## src/rtl/apsel_params.svh

```systemverilog
// Purpose: Offsets, fields, reset values and select codes of the aux pin selector
// Assumes: Included by bare name; definitions only
// Notes:   Select codes double as bit indices of the source vector
//
// Summary of operation
// - Pin B selector is a 5-bit read-write field, bits 4-0, register 0x55.
// - Pin B shows the selected source only while its direction is output.
// - Code 0 drives pin B low; code 1 routes the DSP pin B output.
// - Code 2 drives pin B from level register bit 5.
// - Code 3 is both-channel auto-mute; codes 4 and 5 left and right auto-mute.
// - Code 6 is clock invalid: clock error OR changing OR missing.
// - Code 7 routes the serial audio data output stream.
// - Codes 8 and 9 give left and right analog mute, both active low.
// - Code 10 gives PLL lock; code 11 gives the charge pump clock.
// - Codes 12 and 13 give left and right short detection despite reserved listing.
// - Codes 14 and 15 give soft-mute input comparator undervoltage flags, high and low.
// - Codes 16 and 17 give PLL clock and oscillator clock divided by four.
// - Codes 18 and 19 give left and right impedance-sense flags.
// - Code 20 gives the undervoltage protection flag, low on core supply drop.
// - Code 21 gives the flag held while offset self-calibration runs.
// - Codes 22, 23, 24 give clock error, clock changing, clock missing.
// - Code 25 gives the clock-halt detection flag.
// - Code 26 gives the DSP boot-done flag.
// - Code 27 gives the active-low charge pump voltage valid flag.
// - Level bit 5 sets pin B low or high only under code 2.
// - Level bit 4 sets the mute pin under code 2 of its selector.
// - Level bit 3 sets pin A under code 2 of its selector.
// - Pin A has its own 5-bit selector, same codes, only in output mode.
`ifndef APSEL_PARAMS_SVH
`define APSEL_PARAMS_SVH

// ----------------------------------------
// Register offsets and reset values
// ----------------------------------------
`define APSEL_OFS_PIN_A_SEL 8'h53
`define APSEL_OFS_SPARE     8'h54
`define APSEL_OFS_PIN_B_SEL 8'h55
`define APSEL_OFS_LEVELS    8'h56
`define APSEL_RST_BYTE      8'h00

// ----------------------------------------
// Field positions
// ----------------------------------------
`define APSEL_SEL_MSB       4
`define APSEL_SEL_LSB       0
`define APSEL_LVL_B_BIT     5
`define APSEL_LVL_MUTE_BIT  4
`define APSEL_LVL_A_BIT     3

// ----------------------------------------
// Select codes
// ----------------------------------------
`define APSEL_C_LOW      5'h00
`define APSEL_C_DSP      5'h01
`define APSEL_C_SOFT     5'h02
`define APSEL_C_AM_BOTH  5'h03
`define APSEL_C_AM_L     5'h04
`define APSEL_C_AM_R     5'h05
`define APSEL_C_CLK_INV  5'h06
`define APSEL_C_SDATA    5'h07
`define APSEL_C_AMUTE_L  5'h08
`define APSEL_C_AMUTE_R  5'h09
`define APSEL_C_PLL_LOCK 5'h0a
`define APSEL_C_CP_CLK   5'h0b
`define APSEL_C_SHORT_L  5'h0c
`define APSEL_C_SHORT_R  5'h0d
`define APSEL_C_UV_HI    5'h0e
`define APSEL_C_UV_LO    5'h0f
`define APSEL_C_PLL_D4   5'h10
`define APSEL_C_OSC_D4   5'h11
`define APSEL_C_IMP_L    5'h12
`define APSEL_C_IMP_R    5'h13
`define APSEL_C_UVP      5'h14
`define APSEL_C_OFS_CAL  5'h15
`define APSEL_C_CLK_ERR  5'h16
`define APSEL_C_CLK_CHG  5'h17
`define APSEL_C_CLK_MISS 5'h18
`define APSEL_C_CLK_HALT 5'h19
`define APSEL_C_BOOT     5'h1a
`define APSEL_C_CP_OK_N  5'h1b
`define APSEL_NUM_SRC    28

`endif

```

## src/rtl/apsel_pkg.sv

```systemverilog
// Purpose: Types shared by the aux pin selector files
// Assumes: Nothing
// Notes:   Constants live in apsel_params.svh
package apsel_pkg;
  typedef logic [4:0] apsel_sel_t;
  typedef logic [7:0] apsel_byte_t;
  typedef logic [1:0] apsel_div_t;
endpackage

```

## src/rtl/apsel_src_mux.sv

```systemverilog
// Purpose: One pin's source multiplexer with a registered output
// Assumes: All source bits are already in the sys_clk domain
// Notes:   Codes at or above NUM_SRC give a constant low
module apsel_src_mux
  import apsel_pkg::*;
#(
  parameter int NUM_SRC = 28
)
(
  input  wire logic               sys_clk,
  input  wire logic               sys_rst,
  input  wire apsel_sel_t         sel,
  input  wire logic [NUM_SRC-1:0] src,
  output logic                    level_q
);

  if (NUM_SRC < 3 || NUM_SRC > 32)
  begin : g_chk
    $error("NUM_SRC must lie between 3 and 32");
  end

  function automatic logic pick(apsel_sel_t s, logic [NUM_SRC-1:0] v);
    logic r;
    r = 1'b0;
    if (32'(s) < NUM_SRC)
    begin
      r = v[s];
    end
    return r;
  endfunction

  always_ff @(posedge sys_clk)
  begin
    if (sys_rst)
    begin
      level_q <= 1'b0;
    end
    else
    begin
      level_q <= pick(sel, src);
    end
  end

endmodule // apsel_src_mux

```

## src/rtl/apsel_top.sv

```systemverilog
// Purpose: Aux pin A, aux pin B and mute pin source selection with soft levels
// Assumes: Register port driven by the control-port core on sys_clk
// Notes:   Analog flags and raw clocks are synchronised; raw clocks must be
//          slower than sys_clk/2 for the divide-by-four to count every edge
`include "apsel_params.svh"

module apsel_top
  import apsel_pkg::*;
(
  input  wire logic        sys_clk,
  input  wire logic        sys_rst,
  // Register port
  input  wire apsel_byte_t reg_addr,
  input  wire apsel_byte_t reg_wdata,
  input  wire logic        reg_wr,
  input  wire logic        reg_rd,
  output apsel_byte_t      reg_rdata_q,
  // Direction controls, set elsewhere
  input  wire logic        pin_a_dir_out,
  input  wire logic        pin_b_dir_out,
  // Same-domain sources
  input  wire logic        dsp_pin_a_out,
  input  wire logic        dsp_pin_b_out,
  input  wire logic        dsp_mute_out,
  input  wire logic        auto_mute_l,
  input  wire logic        auto_mute_r,
  input  wire logic        clk_error,
  input  wire logic        clk_changing,
  input  wire logic        clk_missing,
  input  wire logic        clk_halt,
  input  wire logic        serial_audio_out,
  input  wire logic        analog_mute_l_n,
  input  wire logic        analog_mute_r_n,
  input  wire logic        pll_lock,
  input  wire logic        offset_cal_busy,
  input  wire logic        dsp_boot_done,
  // Asynchronous sources
  input  wire logic        cp_clk,
  input  wire logic        pll_clk,
  input  wire logic        osc_clk,
  input  wire logic        short_l,
  input  wire logic        short_r,
  input  wire logic        soft_mute_input_uv_hi,
  input  wire logic        soft_mute_input_uv_lo,
  input  wire logic        imp_sense_l,
  input  wire logic        imp_sense_r,
  input  wire logic        undervoltage_protect,
  input  wire logic        cp_valid_n,
  // Pins
  output logic             aux_pin_a_o,
  output logic             aux_pin_a_oe,
  output logic             aux_pin_b_o,
  output logic             aux_pin_b_oe,
  output logic             mute_pin_o
);

  localparam int NSRC = `APSEL_NUM_SRC;
  localparam int NASY = 11;

  // ----------------------------------------
  // Registers
  // ----------------------------------------
  apsel_byte_t pin_a_source_select_q;
  apsel_byte_t spare_slot_after_pin_a_select_q;
  apsel_byte_t pin_b_source_select_q;
  apsel_byte_t soft_output_levels_q;

  always_ff @(posedge sys_clk)
  begin
    if (sys_rst)
    begin
      pin_a_source_select_q           <= `APSEL_RST_BYTE;
      spare_slot_after_pin_a_select_q <= `APSEL_RST_BYTE;
      pin_b_source_select_q           <= `APSEL_RST_BYTE;
      soft_output_levels_q            <= `APSEL_RST_BYTE;
    end
    else if (reg_wr)
    begin
      case (reg_addr)
        `APSEL_OFS_PIN_A_SEL: pin_a_source_select_q           <= reg_wdata;
        `APSEL_OFS_SPARE:     spare_slot_after_pin_a_select_q <= reg_wdata;
        `APSEL_OFS_PIN_B_SEL: pin_b_source_select_q           <= reg_wdata;
        `APSEL_OFS_LEVELS:    soft_output_levels_q            <= reg_wdata;
        default:              ;
      endcase
    end
  end

  // Other addresses belong to other blocks and read as zero here
  always_ff @(posedge sys_clk)
  begin
    if (sys_rst)
    begin
      reg_rdata_q <= `APSEL_RST_BYTE;
    end
    else if (reg_rd)
    begin
      case (reg_addr)
        `APSEL_OFS_PIN_A_SEL: reg_rdata_q <= pin_a_source_select_q;
        `APSEL_OFS_SPARE:     reg_rdata_q <= spare_slot_after_pin_a_select_q;
        `APSEL_OFS_PIN_B_SEL: reg_rdata_q <= pin_b_source_select_q;
        `APSEL_OFS_LEVELS:    reg_rdata_q <= soft_output_levels_q;
        default:              reg_rdata_q <= `APSEL_RST_BYTE;
      endcase
    end
  end

  apsel_sel_t a_sel;
  apsel_sel_t b_sel;
  apsel_sel_t m_sel;
  assign a_sel = pin_a_source_select_q[`APSEL_SEL_MSB:`APSEL_SEL_LSB];
  assign b_sel = pin_b_source_select_q[`APSEL_SEL_MSB:`APSEL_SEL_LSB];
  // Mute selector sits in the spare slot, as the mute level bit implies
  assign m_sel = spare_slot_after_pin_a_select_q[`APSEL_SEL_MSB:`APSEL_SEL_LSB];

  // ----------------------------------------
  // Synchronisers
  // ----------------------------------------
  logic [NASY-1:0] asy_raw;
  logic [NASY-1:0] asy_s1_q;
  logic [NASY-1:0] asy_s2_q;
  assign asy_raw = {cp_valid_n, undervoltage_protect, imp_sense_r,
                    imp_sense_l, soft_mute_input_uv_lo,
                    soft_mute_input_uv_hi, short_r, short_l,
                    osc_clk, pll_clk, cp_clk};

  always_ff @(posedge sys_clk)
  begin
    if (sys_rst)
    begin
      asy_s1_q <= '0;
      asy_s2_q <= '0;
    end
    else
    begin
      asy_s1_q <= asy_raw;
      asy_s2_q <= asy_s1_q;
    end
  end

  // ----------------------------------------
  // Divide by four
  // ----------------------------------------
  function automatic apsel_div_t div_next(apsel_div_t c, logic prev, logic cur);
    apsel_div_t r;
    r = c;
    if (cur && !prev)
    begin
      r = c + 2'h1;
    end
    return r;
  endfunction

  logic       pll_prev_q;
  logic       osc_prev_q;
  apsel_div_t pll_div_q;
  apsel_div_t osc_div_q;

  // count rising edges, MSB toggles at a quarter rate
  always_ff @(posedge sys_clk)
  begin
    if (sys_rst)
    begin
      pll_prev_q <= 1'b0;
      osc_prev_q <= 1'b0;
      pll_div_q  <= 2'h0;
      osc_div_q  <= 2'h0;
    end
    else
    begin
      pll_prev_q <= asy_s2_q[1];
      osc_prev_q <= asy_s2_q[2];
      pll_div_q  <= div_next(pll_div_q, pll_prev_q, asy_s2_q[1]);
      osc_div_q  <= div_next(osc_div_q, osc_prev_q, asy_s2_q[2]);
    end
  end

  // ----------------------------------------
  // Source vector, shared by all pins
  // ----------------------------------------
  logic [NSRC-1:0] src_com;
  always_comb
  begin
    src_com = '0;
    src_com[`APSEL_C_LOW]      = 1'b0;
    src_com[`APSEL_C_AM_BOTH]  = auto_mute_l & auto_mute_r;
    src_com[`APSEL_C_AM_L]     = auto_mute_l;
    src_com[`APSEL_C_AM_R]     = auto_mute_r;
    src_com[`APSEL_C_CLK_INV]  = clk_error | clk_changing | clk_missing;
    src_com[`APSEL_C_SDATA]    = serial_audio_out;
    src_com[`APSEL_C_AMUTE_L]  = analog_mute_l_n;
    src_com[`APSEL_C_AMUTE_R]  = analog_mute_r_n;
    src_com[`APSEL_C_PLL_LOCK] = pll_lock;
    src_com[`APSEL_C_CP_CLK]   = asy_s2_q[0];
    // short detection on both listed codes
    src_com[`APSEL_C_SHORT_L]  = asy_s2_q[3];
    src_com[`APSEL_C_SHORT_R]  = asy_s2_q[4];
    src_com[`APSEL_C_UV_HI]    = asy_s2_q[5];
    src_com[`APSEL_C_UV_LO]    = asy_s2_q[6];
    src_com[`APSEL_C_PLL_D4]   = pll_div_q[1];
    src_com[`APSEL_C_OSC_D4]   = osc_div_q[1];
    src_com[`APSEL_C_IMP_L]    = asy_s2_q[7];
    src_com[`APSEL_C_IMP_R]    = asy_s2_q[8];
    src_com[`APSEL_C_UVP]      = asy_s2_q[9];
    src_com[`APSEL_C_OFS_CAL]  = offset_cal_busy;
    src_com[`APSEL_C_CLK_ERR]  = clk_error;
    src_com[`APSEL_C_CLK_CHG]  = clk_changing;
    src_com[`APSEL_C_CLK_MISS] = clk_missing;
    src_com[`APSEL_C_CLK_HALT] = clk_halt;
    src_com[`APSEL_C_BOOT]     = dsp_boot_done;
    src_com[`APSEL_C_CP_OK_N]  = asy_s2_q[10];
  end

  // Per-pin DSP and soft-level entries
  logic [NSRC-1:0] src_a;
  logic [NSRC-1:0] src_b;
  logic [NSRC-1:0] src_m;
  always_comb
  begin
    src_a = src_com;
    src_b = src_com;
    src_m = src_com;
    src_a[`APSEL_C_DSP]  = dsp_pin_a_out;
    src_b[`APSEL_C_DSP]  = dsp_pin_b_out;
    src_m[`APSEL_C_DSP]  = dsp_mute_out;
    src_b[`APSEL_C_SOFT] = soft_output_levels_q[`APSEL_LVL_B_BIT];
    src_a[`APSEL_C_SOFT] = soft_output_levels_q[`APSEL_LVL_A_BIT];
    src_m[`APSEL_C_SOFT] = soft_output_levels_q[`APSEL_LVL_MUTE_BIT];
  end

  // ----------------------------------------
  // Pin multiplexers
  // ----------------------------------------
  // pin A selector
  apsel_src_mux #(.NUM_SRC(NSRC)) u_mux_a
  (
    .sys_clk (sys_clk),
    .sys_rst (sys_rst),
    .sel     (a_sel),
    .src     (src_a),
    .level_q (aux_pin_a_o)
  );

  apsel_src_mux #(.NUM_SRC(NSRC)) u_mux_b
  (
    .sys_clk (sys_clk),
    .sys_rst (sys_rst),
    .sel     (b_sel),
    .src     (src_b),
    .level_q (aux_pin_b_o)
  );

  apsel_src_mux #(.NUM_SRC(NSRC)) u_mux_m
  (
    .sys_clk (sys_clk),
    .sys_rst (sys_rst),
    .sel     (m_sel),
    .src     (src_m),
    .level_q (mute_pin_o)
  );

  assign aux_pin_b_oe = pin_b_dir_out;
  assign aux_pin_a_oe = pin_a_dir_out;

  // ----------------------------------------
  // Assertions
  // ----------------------------------------
  sel_write_a: assert property (@(posedge sys_clk) disable iff (sys_rst)
    reg_wr && reg_addr == `APSEL_OFS_PIN_B_SEL
    |=> b_sel == $past(reg_wdata[`APSEL_SEL_MSB:`APSEL_SEL_LSB]))
    else $error("pin B selector not written");

  b_oe_dir_a: assert property (@(posedge sys_clk) disable iff (sys_rst)
    !pin_b_dir_out |-> !aux_pin_b_oe)
    else $error("pin B driven while input");

  b_low_code_a: assert property (@(posedge sys_clk) disable iff (sys_rst)
    b_sel == `APSEL_C_LOW [*2] |-> !aux_pin_b_o)
    else $error("pin B not low under code 0");

  b_dsp_code_a: assert property (@(posedge sys_clk) disable iff (sys_rst)
    b_sel == `APSEL_C_DSP |=> aux_pin_b_o == $past(dsp_pin_b_out))
    else $error("pin B not following DSP");

  b_soft_lvl_a: assert property (@(posedge sys_clk) disable iff (sys_rst)
    b_sel == `APSEL_C_SOFT
    |=> aux_pin_b_o == $past(soft_output_levels_q[`APSEL_LVL_B_BIT]))
    else $error("pin B not at soft level");

  b_mute_and_a: assert property (@(posedge sys_clk) disable iff (sys_rst)
    b_sel == `APSEL_C_AM_BOTH
    |=> aux_pin_b_o == ($past(auto_mute_l) && $past(auto_mute_r)))
    else $error("combined auto-mute wrong");

  b_clk_inv_a: assert property (@(posedge sys_clk) disable iff (sys_rst)
    b_sel == `APSEL_C_CLK_INV
    |=> aux_pin_b_o == $past(clk_error | clk_changing | clk_missing))
    else $error("clock invalid flag wrong");

  b_unused_a: assert property (@(posedge sys_clk) disable iff (sys_rst)
    b_sel > `APSEL_C_CP_OK_N |=> !aux_pin_b_o)
    else $error("unused code not low");

  a_soft_lvl_a: assert property (@(posedge sys_clk) disable iff (sys_rst)
    a_sel == `APSEL_C_SOFT
    |=> aux_pin_a_o == $past(soft_output_levels_q[`APSEL_LVL_A_BIT]))
    else $error("pin A not at soft level");

  m_soft_lvl_a: assert property (@(posedge sys_clk) disable iff (sys_rst)
    m_sel == `APSEL_C_SOFT
    |=> mute_pin_o == $past(soft_output_levels_q[`APSEL_LVL_MUTE_BIT]))
    else $error("mute pin not at soft level");

  reset_zero_a: assert property (@(posedge sys_clk)
    $past(sys_rst) |-> b_sel == 5'h00 && !aux_pin_b_o
    && soft_output_levels_q == 8'h00)
    else $error("not zero after reset");

  soft_b_cov: cover property (@(posedge sys_clk) disable iff (sys_rst)
    b_sel == `APSEL_C_SOFT && aux_pin_b_oe && aux_pin_b_o);
  div_pll_cov: cover property (@(posedge sys_clk) disable iff (sys_rst)
    b_sel == `APSEL_C_PLL_D4 && $rose(aux_pin_b_o));
  mute_dsp_cov: cover property (@(posedge sys_clk) disable iff (sys_rst)
    m_sel == `APSEL_C_DSP && mute_pin_o);

endmodule // apsel_top

```

## config.mk

```make
export PLATFORM = sky130hd
export DESIGN_NAME = apsel_top
export DESIGN_NICKNAME = d
export VERILOG_FILES = /design/src/rtl/apsel_pkg.sv /design/src/rtl/apsel_src_mux.sv /design/src/rtl/apsel_top.sv
export VERILOG_INCLUDE_DIRS = /design/src /design/src/rtl
export SDC_FILE = /design/constraint.sdc
export NUM_CORES = 1
export LEC_CHECK = 0
export ABC_AREA = 1
export BUFFER_PORTS_ARGS = -buffer_cell sky130_fd_sc_hd__buf_2
export CAP_MARGIN = 0
export CORE_MARGIN = 4
export CORE_UTILIZATION = 55
export CTS_BUF_LIST = sky130_fd_sc_hd__clkbuf_8
export CTS_CLUSTER_DIAMETER = 100
export CTS_CLUSTER_SIZE = 12
export DETAILED_ROUTE_END_ITERATION = 10
export MAX_ROUTING_LAYER = met4
export PLACE_DENSITY = 0.89
export SLEW_MARGIN = 30
export SYNTH_ARGS = -nofsm -noshare
export SYNTH_HDL_FRONTEND = slang
export SYNTH_HIERARCHICAL = 1
export SYNTH_SLANG_ARGS = --single-unit
```

## constraint.sdc

```tcl
create_clock -name sys_clk -period 3.1 [get_ports sys_clk]
set_input_delay 0.31 -clock sys_clk [delete_from_list [all_inputs] [get_ports sys_clk]]
set_output_delay 0.31 -clock sys_clk [all_outputs]
set_load 0.05 [all_outputs]
```

# After elaboration in Yosys (flattened, before gate mapping)
# Index checks and enable logic that the tools add are counted.
# Widths: inputs -> output; s select.
[word_totals]
mem_count = 0
inputBits = 48
ramBits = 0
output_inout_bits = 13
regBits = 71
word_cells = 50
latchBits = 0
mem_bits_ro = 0
[classes]
n_mul = 0
magnitude_cmp = 6
n_bitwise = 6
reduce_logical = 11
mux = 7
add_sub_neg = 2
n_shift = 0
div_mod_pow = 0
n_eq_ne = 4
[ops]
columns = ["op", "n"]
rows = [
  ["$eq 8x7->1 const B", 4],
  ["$pmux 8 s4", 1],
  ["$lt 5x6->1 const B", 3],
  ["$bmux 1 s5", 3],
  ["$lt 5x5->1 const B", 3],
  ["$reduce_and 2->1", 4],
  ["$reduce_or 2->1", 3],
  ["$add 2x1->2 const B", 2],
  ["$mux 1", 3],
  ["$not 1->1", 3],
  ["$logic_and 1x1->1", 2],
  ["$logic_not 1->1", 2],
  ["$or 1x1->1", 2],
  ["$and 1x1->1", 1],
]

# Longest topological paths before layout
# Gate-level depths: netlist of run 1.
[logic_depth]
word_depth = 4
depth_mapped = 11
mapped_depth_nobuf = 10

# Hierarchy
# Netlist of run 1, hierarchy kept.
[by_module_without_submodules]
columns = ["mod", "seq_area_each_um2", "area_each_um2", "instances", "cells_each"]
rows = [
  ["apsel_top", 1361.3, 2782.7, 1, 353],
  ["apsel_src_mux", 20.0, 411.6, 3, 87],
]

# Least setup slack after synthesis of run 1
# No wires, ideal clock.
[synth_timing]
path_kind = "in2reg"
from = "input port clk_changing"
to = "register u_mux_a.level_q"
n_path_buf = 0
setup_slack_ns = 1.854
arrival_ns = 1.133
path_stages = 9
path_cell_list = "or3_1 > inv_1 > nand2_2 > nand3_2 > nand3_1 > nand2_1 > nor2_1 > nor2_1 > nor2_1"
[synth_via]
elab_chain_len = 4
[synth_lines]
columns = ["element", "line", "rtl"]
rows = [
  ["start: declaration", "apsel_top.sv:28", "input wire logic clk_changing,"],
  ["$or 1x1->1 (2 in series)", "apsel_top.sv:189", "src_com[`APSEL_C_CLK_INV] = clk_error | clk_changing | clk_missing;"],
  ["$bmux 1 s5 *", "apsel_src_mux.sv:27", "r = v[s];"],
  ["$mux 1 (not written as such) *", "apsel_src_mux.sv:27", ""],
  ["end signal: assignment", "apsel_src_mux.sv:40", "level_q <= pick(sel, src);"],
  ["end: declaration", "apsel_src_mux.sv:14", "output logic level_q"],
]
# Every way passes the cells marked *; elsewhere a longest branch is shown, timed or not. The select of a mux whose other input is x is not followed.
# A chain may end at the register's enable or synchronous reset.

# Worst setup path in the final report of run 1
[layout_timing]
from = "register pin_a_source_select_q[0]"
to = "register u_mux_a.level_q"
[layout_via]
elab_chain_len = 3
word_cells_on_any_way = 5
classes_between = "order compare: 1; mux: 2; bitwise: 1; reduce/logical: 1"
[layout_lines]
columns = ["element", "line", "rtl"]
rows = [
  ["start: declaration", "apsel_top.sv:63", "apsel_byte_t pin_a_source_select_q;"],
  ["start signal: assignment", "apsel_top.sv:72", "pin_a_source_select_q <= `APSEL_RST_BYTE;"],
  ["start signal: assignment", "apsel_top.sv:80", "`APSEL_OFS_PIN_A_SEL: pin_a_source_select_q <= reg_wdata;"],
  ["$lt 5x5->1", "apsel_src_mux.sv:25", "if (32'(s) < NUM_SRC)"],
  ["$not 1->1 (no line)", "-", ""],
  ["$reduce_or 2->1 (no line)", "-", ""],
]
# Several ways; a longest one is shown, not always the timed one. The select of a mux whose other input is x is not followed.

==> impl_metrics.yaml, run 1 <==
run_status:
  outcome: "finished clean"
clocking:
  cts.repair_timing.setup_buffer_count: 0
  tritoncts_num_sinks: 71
  post_cts.resized_instances: 0
  cts-htree-levels: 3
  cts-buffers-inserted: 9
  clk_root_buffer_cell: "clkbuf_8"
  cts_clk_pin_slew_worst_paths_ns: 0.08
  clk_path_buf_depth: 2
  tritoncts: "done"
  clkLatencyLatePin_ns: 0.35
  post_cts_hold_buffer_count: 0
power_and_ir_drop:
  net-switching-power_uw: 483.0
  seq_power_share_pct: 48.6
  power.clock.fraction_pct: 43.2
  switching_share_of_total_power_pct: 25.04
  cell_internal_pwr_mw: 1.446
  irDropWorstVdd_mv: 0.3565
  cellPowerDensity_mw_per_mm2: 440.8
  comb_pwr_share_pct: 8.1
  p_leak_nw: 2.006
synth:
  synth_seq_area_share_pct: 35.38
  ys_warn_count: 6
  synth_async_sr_flop_share_pct: 0
  syn_area_per_cell_um2: 6.543
  yosys_register_bits: 71
  post_synth_num_cell_types: 25
  synth_top_flop_cell: "dfxtp_1"
  synth_edf_count: 0
  syn-cell-area_mm2: 0.004018
  postSynthCellCount: 614
floorplanning:
  die_height_um: 93.47
  floorplan_die_area_mm2: 0.008736
  floorplan.rows: 30
  floorplan.io_pins: 61
  initial_utilization_pct: 57.86
  die_width_um: 93.47
  floorplan.core_area_mm2: 0.006944
worst_setup_path:
  timing.rr.start: "pin_a_source_select_q[0]"
  critPathSlowestCell: "dfxtp_1"
  crit_type: "reg2reg"
  max_stage_delay_ns: 0.84
  path_cells: "inv_4 > nand2_1 > nand3_1 > nand3b_1 > nand3_1 > nor2_1 > nor2_1"
  startpoint_type: "flop"
  worstPathRequired_ns: 3.35
  rr_endpoint: "u_mux_a/level_q"
  crit_path_end_kind: "flop"
  path_max_fanout: 18
  timing.reg2reg.setup_slack_ns: 1.39
  number_of_cell_instances_on_the_worst_register_to_register_path: 7
  worst_ep_arrival_time_ns: 1.96
min_path:
  worstHoldStart: "short_r"
  timing.hold.worst.class: "in2reg"
  min_delay_path_depth: 3
  whs_endpoint: "asy_s1_q[4]"
timing:
  final-max-slew-violation-count: 0
  finalHoldViolations: 0
  setup_repair_after_global_routing_missed_its_margin: "no"
  setup-violations-final: 0
  finalCritPeriodShare_pct: 55.11
  timing.setup.tns_ns: 0
  slew_headroom_pct: 47.12
  finalWorstPathRequiredPeriod_ns: 1.708
  fin_worst_skew_ns: 0.01050
  clock.fmax_ghz: 0.5854
  worst_pin_slew_ns: 0.7921
global_routing:
  grt_pass1_vias: 3445
  grt_max_degree: 43
  total_gr_overflow: 0
  grt_first_pass_wirelength_mm: 16.04
  grt_antenna_before_repair: 0
  global_route.usage.total_pct: 23.59
cells_and_area:
  antenna_cells: 0
  layout-area-overhead-vs-synth_pct: 8.907
  nNetsFinal: 698
  final_cell_mix: "nand2_1, nand3_1, inv_1"
  post_route_cells_drive_above_1_share_pct: 14.50
  multi_input_comb_area_mm2: 0.001968
  finalInstanceArea_mm2: 0.004375
  commonest_non_fill_non_tap_cell_in_the_layout: "nand2_1"
  fillers: 628
  layout.area.seq_mm2: 0.001421
routing:
  routed_wirelength_mm: 9.992
  detail-route-antenna-nets: 0
  via_density_per_instance: 5.451
  dr.first_iter.drc_count: 462
  routed_vias: 4094
  detail_route.drc_violations: 0
  detailedRoute.firstPassIterationCount: 6
  post_drt_wl_per_cell_um: 13.30
placement:
  place_area_mm2: 0.004146
  hpwl_after_detailed_placement_mm: 7.078
  io_buffers: 56
  place_congestion: 0.9792
job:
  number_of_maximum_capacitance_constraint_violations: 0
## power groups by stage
stage          logic (mW)  clock network [mW]  registers (mW)
2_1_floorplan       0.104                   0           0.964
3_3_place_gp        0.150                   0           0.959
3_5_place_dp        0.154                   0           0.960
4_1_cts             0.155               0.849           0.938
5_1_grt             0.175               0.891           0.941
6_report            0.157               0.834           0.938
## synthesized netlist by cell type (6+ instances only)
master	count	area, µm²
o21ai_1	7	35.03
nor2_1	51	191.4
nand3b_1	6	45.04
a21oi_1	40	200.2
nand4_1	32	200.2
clkbuf_1	7	26.28
dfxtp_1	71	1421
buf_6	16	180.2
inv_1	82	307.8
nand2_1	176	660.6
nand3_1	83	415.4
nand2_2	6	37.54
buf_4	7	52.55
## stage by stage
stage	hold slack, ns	total power, mW	worst slack, ns	instances	util [%]
final	0.1595	1.929	1.392	751	63.01
after global routing	0.1469	2.007	1.294	751	63.01
after CTS	0.1409	1.942	1.438	751	63.01
after detailed placement	0.3920	1.114	1.295	735	59.71
after global placement	0.3905	1.110	1.388	735	59.71
after floorplan	0.3883	1.068	1.854	616	-
## cell families after synthesis
kind of cell	after synthesis	synth area share (%)
AOI/OAI and AO/OA	51	6.540
DFF	71	35.38
and+or+nand+nor	369	42.17
other	1	0.09334
buffers and inverters	122	15.82
## state kept, by name, summed over array words and instances (netlist names), 8 cells and up
register	cells
soft_output_levels_q	8
asy_s2_q	11
reg_rdata_q	8
pin_a_source_select_q	8
spare_slot_after_pin_a_select_q	8
pin_b_source_select_q	8
asy_s1_q	11
## worst max path at each step
stage                                       start         endpoint  slack [ns]  cells past startpoint
2_1_floorplan                        clk_changing  u_mux_a/level_q        1.85                      9
3_3_place_gp                          reg_addr[7]   reg_rdata_q[2]        1.39                      9
3_5_place_dp                          reg_addr[5]   reg_rdata_q[4]        1.30                      9
4_1_cts                  pin_a_source_select_q[0]  u_mux_a/level_q        1.44                      7
5_1_grt        spare_slot_after_pin_a_select_q[0]  u_mux_m/level_q        1.29                      8
6_report                 pin_a_source_select_q[0]  u_mux_a/level_q        1.39                      7
## per-layer routing
metal	vias to the layer above	part of all wire, %	track usage, %
met2	223	47	35.97
li1	2017	-	-
met5	-	0	-
met4	0	2.3	9.890
met3	27	10	4.988
met1	1827	40	30.34
## area by class of cell
type,instances,area share [%]
clock buffers,9,2.831
clock inverters,7,2.402
inverters,85,7.464
multi-input cells,423,44.98
flip-flops and latches,71,32.48
well taps,96,2.745
repair buffers,60,7.092
## worst max-delay path: cells and delay by family, from the launching register on
family / cells / cell delay (ns)
flip-flops: 1 / 0.84
AND/OR/NAND/NOR: 6 / 0.57
buffers and inverters: 1 / 0.19
Power figures use the tool's default switching activity.
==> inputs of run 2 (changes only) <==
==> constraint.sdc (replaced) <==
create_clock -name sys_clk -period 1.7 [get_ports sys_clk]
set_input_delay 0.17 -clock sys_clk [delete_from_list [all_inputs] [get_ports sys_clk]]
set_output_delay 0.17 -clock sys_clk [all_outputs]
set_load 0.05 [all_outputs]
==> run 2 against run 1 <==
Critical path depth grew 1. Fmax grew 25%. Clock power rose by 83%. Sequential power rose by 82%. Non-clock buffer count up 13. Total power rose by 83%. Global-route usage grew 1.8 points. Clock skew decreased by 0.00075 ns. Sequential share of layout area decreased by 0.85 points. Largest cell class unchanged.
==> impl_metrics.yaml, run 2 (synthesized netlist as in run 1, its figures left out) <==
job:
  number_of_maximum_capacitance_constraint_violations: 0
cells_and_area:
  final_cell_mix: "nand2_1, nand3_1, inv_1"
  post_route_cells_drive_above_1_share_pct: 16.17
  nNetsFinal: 711
  layout-area-overhead-vs-synth_pct: 11.83
  antenna_cells: 0
  commonest_non_fill_non_tap_cell_in_the_layout: "nand2_1"
  largestRegisters: "asy_s1_q x11, asy_s2_q x11"
  finalInstanceArea_mm2: 0.004493
clocking:
  clkLatencyLatePin_ns: 0.35
  post_cts.resized_instances: 0
  cts-htree-levels: 3
  post_cts_hold_buffer_count: 0
  clk_path_buf_depth: 2
  cts.repair_timing.setup_buffer_count: 0
  cts-buffers-inserted: 9
  tritoncts: "done"
  tritoncts_num_sinks: 71
  clk_root_buffer_cell: "clkbuf_8"
  cts_clk_pin_slew_worst_paths_ns: 0.08
routing:
  routed_vias: 4161
  detail_route.drc_violations: 0
  dr.first_iter.drc_count: 481
  detail-route-antenna-nets: 0
  via_density_per_instance: 5.446
  routed_wirelength_mm: 10.39
  post_drt_wl_per_cell_um: 13.60
  detailedRoute.firstPassIterationCount: 5
min_path:
  timing.hold.worst.class: "in2reg"
power_and_ir_drop:
  cell_internal_pwr_mw: 2.641
  switching_share_of_total_power_pct: 25.36
  cellPowerDensity_mw_per_mm2: 787.3
  net-switching-power_uw: 897.0
  power.clock.fraction_pct: 43.1
  irDropWorstVdd_mv: 0.7096
  p_leak_nw: 2.087
  seq_power_share_pct: 48.4
  post-layout-total-power_mw: 3.538
  comb_pwr_share_pct: 8.5
floorplanning:
  initial_utilization_pct: 57.86
  die_height_um: 93.47
  floorplan.core_area_mm2: 0.006944
  floorplan.rows: 30
  die_width_um: 93.47
  floorplan.io_pins: 61
  floorplan_die_area_mm2: 0.008736
placement:
  io_buffers: 56
  hpwl_after_detailed_placement_mm: 7.523
  place_congestion: 0.9040
  place_area_mm2: 0.004269
timing:
  timing.setup.tns_ns: 0
  setup-violations-final: 0
  finalWorstPathRequiredPeriod_ns: 1.371
  hold_slack_ns: 0.01450
  fin_worst_skew_ns: 0.009755
  final-max-slew-violation-count: 0
  finalHoldViolations: 0
  clock.fmax_ghz: 0.7291
  finalCritPeriodShare_pct: 80.68
  setup_repair_after_global_routing_missed_its_margin: "no"
worst_setup_path:
  worst_ep_arrival_time_ns: 1.62
  worstPathRequired_ns: 1.95
  critPathSlowestCell: "dfxtp_1"
  timing.critical_path.max_delay_family: "simple AND/OR/NAND/NOR gates"
  startpoint_type: "flop"
  timing.critical_path.buf_inv: 2
  path_cells: "buf_4 > inv_4 > nand2_1 > nand3_1 > nand3b_1 > nand3_1 > nor2_1 > nor2_1"
  crit_path_end_kind: "flop"
  max_stage_delay_ns: 0.39
  crit_type: "reg2reg"
  path_max_fanout: 16
global_routing:
  grt_antenna_before_repair: 0
  grt_pass1_vias: 3787
  global_route.usage.total_pct: 25.37
  grt_max_degree: 55
  grt_first_pass_wirelength_mm: 17.15
  total_gr_overflow: 0
run_status:
  outcome: "finished clean"
==> run 2: cell count changes in the layout (fill, tap and decap cells not counted), sizes merged <==
cell      change
buf          +13
clkinvlp      -1
inv           +1
==> run 2: layout make-up <==
cell class,count,area [µm²]
clock buffer,9,123.9
clock inverter,7,100.1
fill,644,2451
inverter,85,326.6
multi-input combinational,423,1968
sequential,71,1421
tap,96,120.1
timing repair buffer,73,432.9
==> run 2: power by group through the flow <==
| stage | registers [mW] | clock network [mW] | logic [mW] |
|---|---|---|---|
| 6_report | 1.71 | 1.53 | 0.300 |
| 5_1_grt | 1.71 | 1.61 | 0.336 |
| 4_1_cts | 1.71 | 1.55 | 0.297 |
| 3_5_place_dp | 1.75 | 0 | 0.296 |
| 3_3_place_gp | 1.75 | 0 | 0.289 |
| 2_1_floorplan | 1.76 | 0 | 0.189 |
==> run 2: per-layer routing <==
metal	share of wire, %	global-route usage, %	up-vias
met5	0	-	-
met4	2.5	10.99	0
met3	9.1	5.310	32
met2	47	39.49	204
met1	41	31.87	1880
li1	-	-	2045
==> run 2: stage by stage <==
| step | setup WS, ns | util, % | instances |
|---|---|---|---|
| floorplan | 0.5810 | - | 616 |
| global placement | 0.1682 | 61.48 | 748 |
| detailed placement | 0.1650 | 61.48 | 748 |
| CTS | 0.3539 | 64.70 | 764 |
| global route | 0.2174 | 64.70 | 764 |
| finish | 0.3285 | 64.70 | 764 |
==> run 2: final timing paths <==
path | startpoint | depth (start not counted) | slack [ns] | end
worst min-delay path | short_l | 3 | 0.01 | asy_s1_q[3]
worst max register to register | pin_b_source_select_q[0] | 8 | 0.33 | u_mux_b/level_q
worst max-delay path | pin_b_source_select_q[0] | 8 | 0.33 | u_mux_b/level_q
worst min register to register | asy_s1_q[2] | 2 | 0.40 | asy_s2_q[2]
==> run 2: worst min-delay path, cell delays in order <==
cell and delay [ns]:
buf_2 0.09, inv_1 0.04, nor2_1 0.03
